===== src/asc_defs.svh =====
// register offsets, field positions, reset values and timing counts of the sequence control
`ifndef ASC_DEFS_SVH
`define ASC_DEFS_SVH
// ************************************************************
// register byte offsets
// ************************************************************
`define ASC_OFS_SEQ 8'h00
`define ASC_OFS_CLK 8'h04
`define ASC_OFS_DEPTH 8'h08
`define ASC_OFS_AUX 8'h0c
`define ASC_OFS_MAIN 8'h10
`define ASC_OFS_CTRL 8'h14
`define ASC_OFS_STAT 8'h18
// ************************************************************
// writable masks and reset values
// ************************************************************
`define ASC_MASK_SEQ 16'he73f
`define ASC_MASK_CLK 16'h9fff
`define ASC_MASK_DEPTH 16'h0007
`define ASC_MASK_AUX 16'h0707
`define ASC_MASK_MAIN 16'h9f9f
`define ASC_MASK_CTRL 16'h003f
`define ASC_RST_REG 16'h0000
// ************************************************************
// field positions
// ************************************************************
`define ASC_SEQ_VREF 13
`define ASC_SEQ_SCAN 10
`define ASC_SEQ_CHCNT 8
`define ASC_SEQ_BUFFER_HALF_STATUS 7
`define ASC_SEQ_SMPI 2
`define ASC_SEQ_SPLIT_BUFFER_MODE 1
`define ASC_SEQ_ALTERNATE_SAMPLE_MODE 0
`define ASC_CLK_RC 15
`define ASC_CLK_SAMC 8
`define ASC_CLK_DIV 0
`define ASC_AUX_NB 9
`define ASC_AUX_SB 8
`define ASC_AUX_NA 1
`define ASC_AUX_SA 0
`define ASC_MAIN_NB 15
`define ASC_MAIN_SB 8
`define ASC_MAIN_NA 7
`define ASC_MAIN_SA 0
`define ASC_CTRL_EN 0
`define ASC_CTRL_RES 1
`define ASC_CTRL_SSRC 2
`define ASC_CTRL_BUILD 5
`define ASC_STAT_DONE 0
`define ASC_STAT_BUSY 1
`define ASC_STAT_PHB 2
`define ASC_STAT_HALF 3
// ************************************************************
// codes and timing counts
// ************************************************************
`define ASC_SSRC_AUTO 3'h7
`define ASC_DIV_MAX 8'h3f
`define ASC_CONV_TAD_10 12
`define ASC_CONV_TAD_12 14
`endif


===== src/asc_pkg.sv =====
// types shared by the converter sequence control
package asc_pkg;
    // sequencer states
    typedef enum logic [1:0] {
        ST_OFF,
        ST_IDLE,
        ST_SAMPLE,
        ST_CONVERT
    } asc_state_type;

    // input multiplexer and reference selection driven to the analog front end
    typedef struct packed {
        logic ref_pos_ext;
        logic ref_neg_ext;
        logic [4:0] main_pos;
        logic main_neg_an1;
        logic aux_pos_high;
        logic [1:0] aux_neg;
    } asc_mux_type;
endpackage


===== src/asc_seq_ctrl.sv =====
// converter sequence control: registers, sequencer, input selection and buffer addressing
`timescale 1ns/100ps
`include "asc_defs.svh"

module asc_seq_ctrl #(
    parameter int CONV_TAD_10 = `ASC_CONV_TAD_10,
    parameter int CONV_TAD_12 = `ASC_CONV_TAD_12
) (
    input wire logic i_clock,
    input wire logic i_rst_n,
    input wire logic [7:0] i_avs_address,
    input wire logic i_avs_read,
    input wire logic i_avs_write,
    input wire logic [31:0] i_avs_writedata,
    output logic [31:0] o_avs_readdata,
    output logic o_avs_waitrequest,
    input wire logic i_sample_trigger,
    input wire logic i_rc_tick,
    input wire logic [12:0] i_scan_select,
    output asc_pkg::asc_mux_type o_mux,
    output logic [3:0] o_active_channels,
    output logic o_sampling,
    output logic o_converting,
    output logic o_result_strobe,
    output logic [3:0] o_buf_addr,
    output logic [10:0] o_dma_addr,
    output logic o_conv_event
);
    // ************************************************************
    // register file and bus slave
    // ************************************************************
    logic [15:0] seq_q, seq_d, clk_q, clk_d, depth_q, depth_d;
    logic [15:0] aux_q, aux_d, main_q, main_d, ctrl_q, ctrl_d;
    logic done_q, done_d;
    logic wait_q, wait_d;
    logic [31:0] rdata_q, rdata_d;
    logic live_res12;
    logic commit;
    logic [15:0] wdata;
    logic [15:0] rd_val;

    // sequencer state, declared here because status reads it
    asc_pkg::asc_state_type state_q, state_d;
    logic phase_b_q, phase_b_d;
    logic buf_half_q, buf_half_d;
    logic [3:0] int_cnt_q, int_cnt_d;
    logic seq_end;

    assign live_res12 = ctrl_q[`ASC_CTRL_RES];
    // a request is acknowledged one cycle after it rises; the write lands at the edge
    // where the master sees waitrequest low, so the register never changes early
    assign commit = (i_avs_read | i_avs_write) & ~wait_q;
    assign wdata = i_avs_writedata[15:0];

    // read multiplexer; fields unused in twelve-bit mode read as zero
    always_comb begin
        rd_val = 16'h0000;
        unique case (i_avs_address)
            `ASC_OFS_SEQ: begin
                rd_val = seq_q;
                if (live_res12) begin
                    rd_val[`ASC_SEQ_CHCNT +: 2] = 2'h0;
                end
                rd_val[`ASC_SEQ_BUFFER_HALF_STATUS] = buf_half_q;
            end
            `ASC_OFS_CLK: rd_val = clk_q;
            `ASC_OFS_DEPTH: rd_val = depth_q;
            `ASC_OFS_AUX: rd_val = live_res12 ? 16'h0000 : aux_q;
            `ASC_OFS_MAIN: rd_val = main_q;
            `ASC_OFS_CTRL: rd_val = ctrl_q;
            `ASC_OFS_STAT: begin
                rd_val[`ASC_STAT_DONE] = done_q;
                rd_val[`ASC_STAT_BUSY] = (state_q == asc_pkg::ST_SAMPLE) ||
                                         (state_q == asc_pkg::ST_CONVERT);
                rd_val[`ASC_STAT_PHB] = phase_b_q;
                rd_val[`ASC_STAT_HALF] = buf_half_q;
                rd_val[7:4] = int_cnt_q;
            end
            default: rd_val = 16'h0000; // unmapped reads answer zero
        endcase
    end

    // next register values; unmapped writes are dropped
    always_comb begin
        seq_d = seq_q;
        clk_d = clk_q;
        depth_d = depth_q;
        aux_d = aux_q;
        main_d = main_q;
        ctrl_d = ctrl_q;
        done_d = done_q;
        wait_d = wait_q;
        rdata_d = rdata_q;
        if ((i_avs_read | i_avs_write) & wait_q) begin
            wait_d = 1'b0;
            rdata_d = {16'h0000, rd_val};
        end else if (commit) begin
            wait_d = 1'b1;
        end
        if (commit & i_avs_write) begin
            unique case (i_avs_address)
                `ASC_OFS_SEQ: seq_d = wdata & `ASC_MASK_SEQ;
                `ASC_OFS_CLK: clk_d = wdata & `ASC_MASK_CLK;
                `ASC_OFS_DEPTH: depth_d = wdata & `ASC_MASK_DEPTH;
                `ASC_OFS_AUX: aux_d = wdata & `ASC_MASK_AUX;
                `ASC_OFS_MAIN: main_d = wdata & `ASC_MASK_MAIN;
                `ASC_OFS_CTRL: ctrl_d = wdata & `ASC_MASK_CTRL;
                `ASC_OFS_STAT: begin
                    if (wdata[`ASC_STAT_DONE]) begin
                        done_d = 1'b0;
                    end
                end
                default: begin
                end
            endcase
        end
        // completion sets after the clear so that a coinciding end is never lost
        if (seq_end) begin
            done_d = 1'b1;
        end
    end

    // register file flops
    always_ff @(posedge i_clock) begin
        if (!i_rst_n) begin
            seq_q <= `ASC_RST_REG;
            clk_q <= `ASC_RST_REG;
            depth_q <= `ASC_RST_REG;
            aux_q <= `ASC_RST_REG;
            main_q <= `ASC_RST_REG;
            ctrl_q <= `ASC_RST_REG;
            done_q <= 1'b0;
            wait_q <= 1'b1;
            rdata_q <= 32'h0000_0000;
        end else begin
            seq_q <= seq_d;
            clk_q <= clk_d;
            depth_q <= depth_d;
            aux_q <= aux_d;
            main_q <= main_d;
            ctrl_q <= ctrl_d;
            done_q <= done_d;
            wait_q <= wait_d;
            rdata_q <= rdata_d;
        end
    end

    assign o_avs_readdata = rdata_q;
    assign o_avs_waitrequest = wait_q;

    // ************************************************************
    // sequencer
    // ************************************************************
    logic [15:0] cseq_q, cseq_d, cclk_q, cclk_d, caux_q, caux_d, cmain_q, cmain_d;
    logic [15:0] cctrl_q, cctrl_d, cdepth_q, cdepth_d;
    logic [7:0] div_q, div_d, div_eff;
    logic [7:0] tcnt_q, tcnt_d;
    logic [1:0] ch_q, ch_d;
    logic [4:0] scan_q, scan_d, scan_pick;
    logic [3:0] buf_q, buf_d;
    logic [6:0] slot_q, slot_d;
    logic conversion_clock_period;
    logic c_res12, c_auto, use_b, last_ch, ch_done;
    logic [2:0] nch;
    logic [7:0] conv_len;
    logic [3:0] smpi;
    asc_pkg::asc_mux_type mux_q, mux_d;
    logic [3:0] act_q, act_d;
    logic strobe_q, strobe_d, event_q, event_d;
    logic [3:0] baddr_q, baddr_d;
    logic [10:0] dma_q, dma_d;
    logic [4:0] an_idx;
    // phase outputs are registered copies of the next state, so they match the state flop
    logic samp_q, samp_d, conv_q, conv_d;

    // first selected scan input at or after the pointer, cyclically over 13 inputs
    function automatic logic [4:0] scan_from(input logic [4:0] start, input logic [12:0] sel);
        logic [4:0] res;
        logic found;
        int idx;
        res = start;
        found = 1'b0;
        for (int i = 0; i < 13; i++) begin
            idx = (int'(start) + i) % 13;
            if (!found && sel[idx]) begin
                res = 5'(idx);
                found = 1'b1;
            end
        end
        return res;
    endfunction

    assign c_res12 = cctrl_q[`ASC_CTRL_RES];
    assign c_auto = cctrl_q[`ASC_CTRL_SSRC +: 3] == `ASC_SSRC_AUTO;
    assign smpi = cseq_q[`ASC_SEQ_SMPI +: 4];
    // reserved divider codes are held at the largest legal divide
    assign div_eff = (cclk_q[`ASC_CLK_DIV +: 8] > `ASC_DIV_MAX) ? `ASC_DIV_MAX :
                     cclk_q[`ASC_CLK_DIV +: 8];
    // conversion clock enable: RC tick, or one pulse per (divider + 1) system cycles
    assign conversion_clock_period = cclk_q[`ASC_CLK_RC] ? i_rc_tick : (div_q == div_eff);
    assign nch = c_res12 ? 3'h1 : cseq_q[`ASC_SEQ_CHCNT + 1] ? 3'h4 :
                 cseq_q[`ASC_SEQ_CHCNT] ? 3'h2 : 3'h1;
    assign conv_len = c_res12 ? 8'(CONV_TAD_12) : 8'(CONV_TAD_10);
    assign last_ch = ({1'b0, ch_q} == 3'(nch - 3'h1));
    assign ch_done = conversion_clock_period && (tcnt_q == 8'(conv_len - 8'h01));
    assign seq_end = (state_q == asc_pkg::ST_CONVERT) && ch_done && last_ch;
    assign use_b = seq_q[`ASC_SEQ_ALTERNATE_SAMPLE_MODE] & phase_b_q;
    assign scan_pick = scan_from(scan_q, i_scan_select);
    // analog input behind the channel being converted
    assign an_idx = (ch_q == 2'h0) ? mux_q.main_pos :
                    5'({2'h0, ch_q} - 5'h01 + (mux_q.aux_pos_high ? 5'h03 : 5'h00));

    // sequencer next state; live settings are captured only when a sequence starts
    always_comb begin
        state_d = state_q;
        cseq_d = cseq_q;
        cclk_d = cclk_q;
        caux_d = caux_q;
        cmain_d = cmain_q;
        cctrl_d = cctrl_q;
        cdepth_d = cdepth_q;
        div_d = (conversion_clock_period || state_q == asc_pkg::ST_IDLE) ? 8'h00 : 8'(div_q + 8'h01);
        tcnt_d = tcnt_q;
        ch_d = ch_q;
        scan_d = scan_q;
        buf_d = buf_q;
        slot_d = slot_q;
        phase_b_d = phase_b_q;
        buf_half_d = buf_half_q;
        int_cnt_d = int_cnt_q;
        mux_d = mux_q;
        act_d = act_q;
        strobe_d = 1'b0;
        event_d = 1'b0;
        baddr_d = baddr_q;
        dma_d = dma_q;
        unique case (state_q)
            asc_pkg::ST_OFF: begin
                phase_b_d = 1'b0;
                buf_half_d = 1'b0;
                int_cnt_d = 4'h0;
                buf_d = 4'h0;
                scan_d = 5'h00;
                slot_d = 7'h00;
                if (ctrl_q[`ASC_CTRL_EN]) begin
                    state_d = asc_pkg::ST_IDLE;
                end
            end
            asc_pkg::ST_IDLE: begin
                cseq_d = seq_q;
                cclk_d = clk_q;
                caux_d = aux_q;
                cmain_d = main_q;
                cctrl_d = ctrl_q;
                cdepth_d = depth_q;
                tcnt_d = 8'h00;
                ch_d = 2'h0;
                mux_d.ref_pos_ext = (seq_q[15:13] == 3'h1) || (seq_q[15:13] == 3'h3);
                mux_d.ref_neg_ext = (seq_q[15:13] == 3'h2) || (seq_q[15:13] == 3'h3);
                if (!use_b && seq_q[`ASC_SEQ_SCAN]) begin
                    mux_d.main_pos = scan_pick;
                    scan_d = (scan_pick == 5'h0c) ? 5'h00 : 5'(scan_pick + 5'h01);
                end else begin
                    mux_d.main_pos = use_b ? main_q[`ASC_MAIN_SB +: 5] :
                                     main_q[`ASC_MAIN_SA +: 5];
                end
                mux_d.main_neg_an1 = use_b ? main_q[`ASC_MAIN_NB] : main_q[`ASC_MAIN_NA];
                mux_d.aux_pos_high = ~ctrl_q[`ASC_CTRL_RES] &
                                     (use_b ? aux_q[`ASC_AUX_SB] : aux_q[`ASC_AUX_SA]);
                mux_d.aux_neg = use_b ? aux_q[`ASC_AUX_NB +: 2] : aux_q[`ASC_AUX_NA +: 2];
                if (!mux_d.aux_neg[1] || ctrl_q[`ASC_CTRL_RES]) begin
                    mux_d.aux_neg = 2'h0;
                end
                act_d = ctrl_q[`ASC_CTRL_RES] ? 4'h1 : seq_q[`ASC_SEQ_CHCNT + 1] ? 4'hf :
                        seq_q[`ASC_SEQ_CHCNT] ? 4'h3 : 4'h1;
                state_d = asc_pkg::ST_SAMPLE;
            end
            asc_pkg::ST_SAMPLE: begin
                if (c_auto) begin
                    // sampling ends once the programmed count of conversion clocks passed
                    if (tcnt_q >= {3'h0, cclk_q[`ASC_CLK_SAMC +: 5]}) begin
                        state_d = asc_pkg::ST_CONVERT;
                        tcnt_d = 8'h00;
                    end else if (conversion_clock_period) begin
                        tcnt_d = 8'(tcnt_q + 8'h01);
                    end
                end else if (i_sample_trigger) begin
                    state_d = asc_pkg::ST_CONVERT;
                    tcnt_d = 8'h00;
                end
            end
            asc_pkg::ST_CONVERT: begin
                if (conversion_clock_period) begin
                    tcnt_d = ch_done ? 8'h00 : 8'(tcnt_q + 8'h01);
                end
                if (ch_done) begin
                    // one result word per channel, in conversion order
                    strobe_d = 1'b1;
                    baddr_d = buf_q;
                    buf_d = 4'(buf_q + 4'h1);
                    if (cctrl_q[`ASC_CTRL_BUILD]) begin
                        dma_d = {7'h00, buf_q};
                    end else begin
                        dma_d = 11'(({6'h00, an_idx} << cdepth_q[2:0]) |
                                ({4'h0, slot_q} & 11'(7'h7f >> (3'h7 - cdepth_q[2:0]))));
                    end
                    ch_d = 2'(ch_q + 2'h1);
                end
                if (seq_end) begin
                    state_d = asc_pkg::ST_IDLE;
                    phase_b_d = cseq_q[`ASC_SEQ_ALTERNATE_SAMPLE_MODE] & ~phase_b_q;
                    if (int_cnt_q == smpi) begin
                        event_d = 1'b1;
                        int_cnt_d = 4'h0;
                        slot_d = 7'(slot_q + 7'h01);
                        buf_half_d = cseq_q[`ASC_SEQ_SPLIT_BUFFER_MODE] & ~buf_half_q;
                        buf_d = (cseq_q[`ASC_SEQ_SPLIT_BUFFER_MODE] & ~buf_half_q) ? 4'h8 : 4'h0;
                    end else begin
                        int_cnt_d = 4'(int_cnt_q + 4'h1);
                    end
                end
            end
        endcase
        if (!ctrl_q[`ASC_CTRL_EN]) begin
            state_d = asc_pkg::ST_OFF;
        end
        samp_d = (state_d == asc_pkg::ST_SAMPLE);
        conv_d = (state_d == asc_pkg::ST_CONVERT);
    end

    // sequencer flops
    always_ff @(posedge i_clock) begin
        if (!i_rst_n) begin
            state_q <= asc_pkg::ST_OFF;
            cseq_q <= `ASC_RST_REG;
            cclk_q <= `ASC_RST_REG;
            caux_q <= `ASC_RST_REG;
            cmain_q <= `ASC_RST_REG;
            cctrl_q <= `ASC_RST_REG;
            cdepth_q <= `ASC_RST_REG;
            div_q <= 8'h00;
            tcnt_q <= 8'h00;
            ch_q <= 2'h0;
            scan_q <= 5'h00;
            buf_q <= 4'h0;
            slot_q <= 7'h00;
            phase_b_q <= 1'b0;
            buf_half_q <= 1'b0;
            int_cnt_q <= 4'h0;
            mux_q <= '0;
            act_q <= 4'h0;
            strobe_q <= 1'b0;
            event_q <= 1'b0;
            baddr_q <= 4'h0;
            dma_q <= 11'h000;
            samp_q <= 1'b0;
            conv_q <= 1'b0;
        end else begin
            state_q <= state_d;
            cseq_q <= cseq_d;
            cclk_q <= cclk_d;
            caux_q <= caux_d;
            cmain_q <= cmain_d;
            cctrl_q <= cctrl_d;
            cdepth_q <= cdepth_d;
            div_q <= div_d;
            tcnt_q <= tcnt_d;
            ch_q <= ch_d;
            scan_q <= scan_d;
            buf_q <= buf_d;
            slot_q <= slot_d;
            phase_b_q <= phase_b_d;
            buf_half_q <= buf_half_d;
            int_cnt_q <= int_cnt_d;
            mux_q <= mux_d;
            act_q <= act_d;
            strobe_q <= strobe_d;
            event_q <= event_d;
            baddr_q <= baddr_d;
            dma_q <= dma_d;
            samp_q <= samp_d;
            conv_q <= conv_d;
        end
    end

    // outputs straight from flops
    assign o_mux = mux_q;
    assign o_active_channels = act_q;
    assign o_sampling = samp_q;
    assign o_converting = conv_q;
    assign o_result_strobe = strobe_q;
    assign o_buf_addr = baddr_q;
    assign o_dma_addr = dma_q;
    assign o_conv_event = event_q;

    // ************************************************************
    // checks
    // ************************************************************
    chk_ref_both: assert property (@(posedge i_clock) disable iff (!i_rst_n)
        (o_sampling && cseq_q[15:13] == 3'h3) |-> (o_mux.ref_pos_ext && o_mux.ref_neg_ext))
        else $error("both external references not selected");
    chk_chan_twelve: assert property (@(posedge i_clock) disable iff (!i_rst_n)
        (o_sampling && c_res12) |-> (o_active_channels == 4'h1))
        else $error("twelve-bit mode must use one channel");
    chk_event_interval: assert property (@(posedge i_clock) disable iff (!i_rst_n)
        $rose(event_q) |-> ($past(int_cnt_q) == $past(smpi) && int_cnt_q == 4'h0))
        else $error("event raised at wrong interval count");
    chk_half_toggle: assert property (@(posedge i_clock) disable iff (!i_rst_n)
        (event_d && cseq_q[`ASC_SEQ_SPLIT_BUFFER_MODE] && ctrl_q[`ASC_CTRL_EN])
        |=> (buf_half_q != $past(buf_half_q)) && (buf_q == (buf_half_q ? 4'h8 : 4'h0)))
        else $error("split buffer half did not alternate");
    chk_alt_phase: assert property (@(posedge i_clock) disable iff (!i_rst_n)
        (seq_end && !cseq_q[`ASC_SEQ_ALTERNATE_SAMPLE_MODE]) |=> !phase_b_q)
        else $error("phase B used without alternate mode");
    chk_sample_time: assert property (@(posedge i_clock) disable iff (!i_rst_n)
        (o_sampling && c_auto && state_d == asc_pkg::ST_CONVERT && ctrl_q[`ASC_CTRL_EN])
        |-> (tcnt_q == {3'h0, cclk_q[`ASC_CLK_SAMC +: 5]}))
        else $error("auto sample time mismatch");
    chk_divider_tick: assert property (@(posedge i_clock) disable iff (!i_rst_n)
        (o_converting && !cclk_q[`ASC_CLK_RC] && conversion_clock_period) |-> (div_q <= `ASC_DIV_MAX))
        else $error("conversion clock divider out of range");
    chk_depth_bits: assert property (@(posedge i_clock) disable iff (!i_rst_n)
        depth_q[15:3] == 13'h0000)
        else $error("unimplemented depth bits set");
    chk_off_clear: assert property (@(posedge i_clock) disable iff (!i_rst_n)
        (state_q == asc_pkg::ST_OFF) |=> (!phase_b_q && !buf_half_q && int_cnt_q == 4'h0))
        else $error("state not cleared while off");
    chk_bus_answer: assert property (@(posedge i_clock) disable iff (!i_rst_n)
        ((i_avs_read || i_avs_write) && o_avs_waitrequest) |=> !o_avs_waitrequest)
        else $error("bus request not answered in one cycle");
endmodule


===== config.mk =====
export PLATFORM = sky130hd
export DESIGN_NAME = asc_seq_ctrl
export DESIGN_NICKNAME = d
export VERILOG_FILES = /design/src/asc_pkg.sv /design/src/asc_seq_ctrl.sv
export VERILOG_INCLUDE_DIRS = /design/src /design/src/src
export SDC_FILE = /design/constraint.sdc
export NUM_CORES = 1
export LEC_CHECK = 0
export BUFFER_PORTS_ARGS = -buffer_cell sky130_fd_sc_hd__buf_2
export CAP_MARGIN = 20
export CORE_MARGIN = 2
export CORE_UTILIZATION = 40
export DETAILED_ROUTE_END_ITERATION = 12
export PLACE_DENSITY = 0.68
export SLEW_MARGIN = 5
export SYNTH_ARGS = -nofsm -noshare
export SYNTH_HDL_FRONTEND = slang
export SYNTH_SLANG_ARGS = --single-unit

===== constraint.sdc =====
create_clock -name i_clock -period 20.1 [get_ports i_clock]
set_clock_uncertainty 0.2 [all_clocks]
set_input_delay 2.01 -clock i_clock [delete_from_list [all_inputs] [get_ports i_clock]]
set_output_delay 2.01 -clock i_clock [all_outputs]
set_load 0.005 [all_outputs]

======== Yosys cells after proc, flatten, opt, wreduce, memory -nomap -nowiden ========
Cells that the tools add are included.
Widths: inputs -> output; s select.
cells by class
  bitwise logic cells ..................... 15
  shifts and indexed selects .............. 2
  divide/modulo/power cells ............... 13
  reduce and logical (&&, ||, !) cells .... 62
  $lt $le $gt $ge ......................... 15
  multiply operators ...................... 0
  $add $sub $neg .......................... 24
  eq/ne operators ......................... 27
  muxes and demuxes ....................... 128
operator list
  kind                   number
  $lt 32x6->1 const B    13
  $mod 32x5->32 const B  12
  $mux 5                 18
  $mux 8                 7
  $pmux 8 s7             1
  $bmux 1 s4             13
  $mux 1                 52
  $mod 6x5->32 const B   1
  $mux 4                 8
  $pmux 8 s4             1
  $add 5x4->6 const B    5
  $mux 2                 13
  $add 5x3->6 const B    4
  $eq 8x5->1 const B     3
  $pmux 8 s3             1
  $mux 11                2
  $reduce_and 2->1       11
  $add 8x1->8 const B    2
  $eq 8x4->1 const B     2
  $eq 8x8->1             2
  $logic_and 1x1->1      16
  $pmux 4 s2             2
  $logic_not 1->1        14
  $mux 7                 2
  other kinds (47)       81
word-level totals
  latch bits .............................. 0
  word-level logic and storage cells ...... 322
  RAM bits ................................ 0
  output and inout bits ................... 67
  memories ................................ 0
  bits of input ports ..................... 59
  bits in read-only memories .............. 0
  flip-flop bits (word level) ............. 178

======== Depth between registers and ports, before layout ========
  depth after elaboration ................. 45
  depth in mapped cells ................... 42
  depth with buffers taken out ............ 36

======== Least setup slack after synthesis ========
OpenSTA, ideal clock, no wires.
  path type ............................... register to register
  start ................................... register scan_q[1]
  end ..................................... register scan_q[3]
  path buffers ............................ 10
  data arrival time ....................... 8887 ps
  required time ........................... 19840 ps
  setup slack ............................. 10953 ps
  period minus slack after synthesis ...... 9147 ps
  cell stages (with the launch flop) ...... 39
  cells stage by stage .................... dfxtp_1 buf_2 clkbuf_1 clkbuf_1 buf_1 clkbuf_1 inv_1 ha_1 clkbuf_1 clkbuf_1 clkbuf_1 nor2_1 a21oi_1 ha_1 nor2_1 a211oi_1 o22ai_1 nand2_1 [... 3 more ...] nor2b_1 or4_1 o211ai_2 a211oi_1 o311a_1 or2_1 clkbuf_4 or3_4 buf_6 a2111oi_1 o32a_1 o21ai_1 a221oi_1 and2_1 inv_1 ha_1 a21oi_2 a32o_1
on the way
  cells in the longest elaborated chain, start to end .. 45
  elaborated cells on any way between the ends .. 118
  classes of those cells .................. add/sub: 13; div: 13; eq/ne: 1; mux: 67; reduce/logical: 24
ends and longest elaborated chain
  element                                                 RTL line             source
  from (decl)                                             asc_seq_ctrl.sv:159  logic [4:0] scan_q, scan_d, scan_pick;
  from (signal assigned)                                  asc_seq_ctrl.sv:369  scan_q <= scan_d;
  branches (longest 40 deep; another with $mod 32x5->32)  -
  $mux 5 (*)                                              asc_seq_ctrl.sv:185  if (!found && sel[idx]) begin
  $add 5x1->5 or $eq 5x4->1 (tied branches)               asc_seq_ctrl.sv:262  scan_d = (scan_pick == 5'h0c) ? 5'h00 : 5'(scan_pick + 5'h01);
  $mux 5 (*)                                              asc_seq_ctrl.sv:262
  $mux 5 (*)                                              asc_seq_ctrl.sv:260  if (!use_b && seq_q[`ASC_SEQ_SCAN]) begin
  $pmux 5 s2 (*)                                          asc_seq_ctrl.sv:237  unique case (state_q)
Mark *: on every way between the ends. The select of a mux whose other input is x is not followed.
A chain may end at the register's enable or synchronous reset.

======== Final worst setup path ========
Ends and elaborated chain as after synthesis.

==> run metrics <==
top achievable clock speed=99.1 MHz; clock insertion delay at the later pin of the skew report=around 0.44 ns; total power=747 µW; drt wl/cell=between 20 and 25 µm; number of clock sinks=approximately 180; critical path data arrival time=roughly 10 ns; Max-slew headroom=0.208; combinational cell fraction of total power=0.093; max-cap viol count=0; Setup Crit Path Kind=reg2reg; DRC violations left=0; DR WL met3=~5.7 mm; class of the most critical hold timing path=reg2reg; die height=about 230 µm; deepest level of the CTS H-tree=4; startpoint of the tightest hold check path=o_buf_addr[1]; fraction of the mapped netlist area in adder cells=0.0692; global router's overall resource usage=0.249; most prevalent standard cell on the critical path=ha_1; total of fill cells in the finished design=~5000; share of the yosys chip area belonging to registers=0.175; dpl cell area=between 20000 and 25000 µm²; Reg-to-Reg Start=scan_q[1]; cts hold-fix bufs=0; Synth area leader=dfxtp_1; cells on worst reg2reg path=30; Min Clock Period, post-route=just over 10 ns; sequential share of power=0.467; CP peak stage delay=roughly 0.81 ns; reg2reg setup slack=about 10 ns; DRT iter0 DRCs=around 2100; Async SR Flop Fraction=0; multiplexer fraction of the synthesized cell area=0.110; clock power share=0.441; final worst-path cycle share=0.502; cell area after layout=roughly 21000 µm²; num ports=126; critical-path cell with the highest stage delay=ha_1; power spent charging and discharging nets=around 210 µW; number of global-route vias before repair=between 15000 and 20000; highest net fanout along the worst path=45; result of the run=finished, final reports clean; terminating pin of the worst hold path=o_buf_addr[1]; Fin. Hold Viols=0; worst reg2reg endpoint=scan_q[3]; Reg clk slew, reported paths=0.07 ns; final core area utilization=0.428; Resized cells post-CTS=0; synth warn=0; dominant combinational cell family by area after synthesis=compound AO/OA/AOI/OAI gates; largest net degree at the start of global routing=93; DRT met1 WL=~30 mm; overall routed net length=67.6 mm; Pint=around 540 µW; maximum vdd drop=~53 µV; proportion of netlist area held by the largest area contributor=0.175; syn avg cell area=between 7 and 8 µm²; switching share of power=0.279; post-synthesis compound-gate area fraction=0.277; commonest cells in the netlist=nand2_1 (280), nor2_1 (277), a21oi_1 (237), dfxtp_1 (176), ha_1 (110); most used flip-flop cell after synthesis=dfxtp_1; number of enable flip-flop cells after synthesis=0; initial core utilization=0.404; required time of the worst setup path=~20 ns; horizontal die dimension=between 200 and 250 µm; Final Slew Violations=0; vias per cell=between 6 and 7; total leakage power=~0.008 µW; global route total overflow=0; TritonCTS clock tree=yes; endpoints failing setup=0; number of port buffers=between 90 and 100; remaining antenna violation count=0; number of standard cells after synthesis=around 2700; wire length of the first global-routing pass=between 100 and 150 mm; worst hold slack after final layout=around 0.25 ns; Crit. End Element=flop; total length of routed met2 wires=29.6 mm; highest routing layer actually used=met5; WHS Path Cells=2; number of search-and-repair iterations in the first detailed-routing pass=6; post-synthesis instance area=between 20000 and 25000 µm²; area added between synthesis and finish=6.00%; placeable core region=between 40000 and 50000 µm²; nets@finish=~2800; via count of the routed design=around 21000; proportion of layout cells with a drive suffix above 1=0.136; Root Buffer Master=clkbuf_16; Total Die Area=around 52000 µm²; Antenna diodes=0; top area cells in the synthesized netlist=dfxtp_1 (17%), ha_1 (6.8%), a21oi_1 (5.9%), mux2i_1 (5.4%), nand2_1 (5.2%); buffer depth of the longest clock path=2; number of synthesized register bits=between 150 and 200; setup repair after global routing missed its margin=no; antenna violations before repair=1; top-count cell post-synth=nand2_1; setup repair bufs after CTS=0; setup TNS after final layout=0 ns; standard-cell row count=82; worst slew pin tran=roughly 1.2 ns; Inserted Clock Buffers=17; Final HPWL DP=49.1 mm; Synth cell types=145; Post-Synth Simple-Gate Area=0.243; XOR/XNOR share of the synthesized area=0.0575; power density relative to cell area=roughly 35 nW/µm²; kind of start point of the critical path=flop; GP Congestion=approximately 1.0
-- sequential cells by signal, summed over array words and instances, names as in the netlist, 11 cells and up --
name	count
o_mux	11
o_dma_addr	11
seq_q	12
cclk_q	14
o_avs_readdata	16
main_q	12
clk_q	14
-- worst max-delay path, delay by kind of cell (launching register included) --
family,cells,cell delay (ns)
AOI/OAI and AO/OA,11,3.33
xor gates and xnor gates,3,1.26
adders and majority gates,4,1.81
buffers and inverters,3,0.75
DFF,1,0.60
muxes,1,0.07
and+or+nand+nor,8,1.99
-- through the flow --
step	instances	worst slack, ns
4_1_cts	3325	10.26
6_report	3328	10.01
5_1_grt	3328	9.28
2_1_floorplan	2687	10.95
3_5_place_dp	3293	10.31
3_3_place_gp	3293	10.39
-- power by group through the flow --
| stage | Combinational (µW) | Clock, µW | Sequential, µW |
|---|---|---|---|
| floorplan | 44.8 | 0 | 357 |
| global placement | 66.0 | 0 | 357 |
| detailed placement | 66.4 | 0 | 357 |
| CTS | 66.7 | 333 | 349 |
| global route | 72.9 | 348 | 349 |
| finish | 69.2 | 329 | 349 |
-- metal layers --
layer	track usage	up-vias
li1	-	9745
met1	0.335	9869
met2	0.389	999
met3	0.0458	198
met4	0.108	2
met5	0	-
-- cell usage in the layout, fill, tap and decap left out, types with 49 or more instances in the layout --
cell	synthesis	final
nand2_1	280	280
nor2_1	277	277
a21oi_1	237	237
dfxtp_1	176	173
mux2i_1	109	109
ha_1	110	109
o21ai_0	102	102
buf_2	20	95
inv_1	93	92
nor3_1	88	88
xnor2_1	79	79
nand3_1	71	71
a211oi_1	49	49
-- worst max-delay path by stage --
stage | start | end | cells past startpoint
finish | scan_q[1] | scan_q[3] | 30
floorplan | scan_q[1] | scan_q[3] | 38
global placement | scan_q[1] | scan_q[3] | 30
detailed placement | scan_q[1] | scan_q[3] | 30
global route | scan_q[1] | scan_q[4] | 31
CTS | scan_q[1] | scan_q[3] | 30
-- area by class of cell --
class                           count  area, µm²  share of cell area
Multi-Input combinational cell   2219      15300               0.717
Sequential cell                   176       3530               0.165
Tap cell                          672        841              0.0393
Timing Repair Buffer              123        686              0.0321
Clock buffer                       17        425              0.0199
Inverter                          106        403              0.0188
Clock inverter                     15        169             0.00790
-- kinds of logic after synthesis --
group / Yosys count
adder cells (fa/ha/maj): 111
XOR/XNOR: 124
flip-flops: 176
multiplexers: 175
buffers and inverters: 292
AO/OA/AOI/OAI: 796
other: 1
AND/OR/NAND/NOR: 997
No activity file was read; power rests on OpenSTA's default activity.
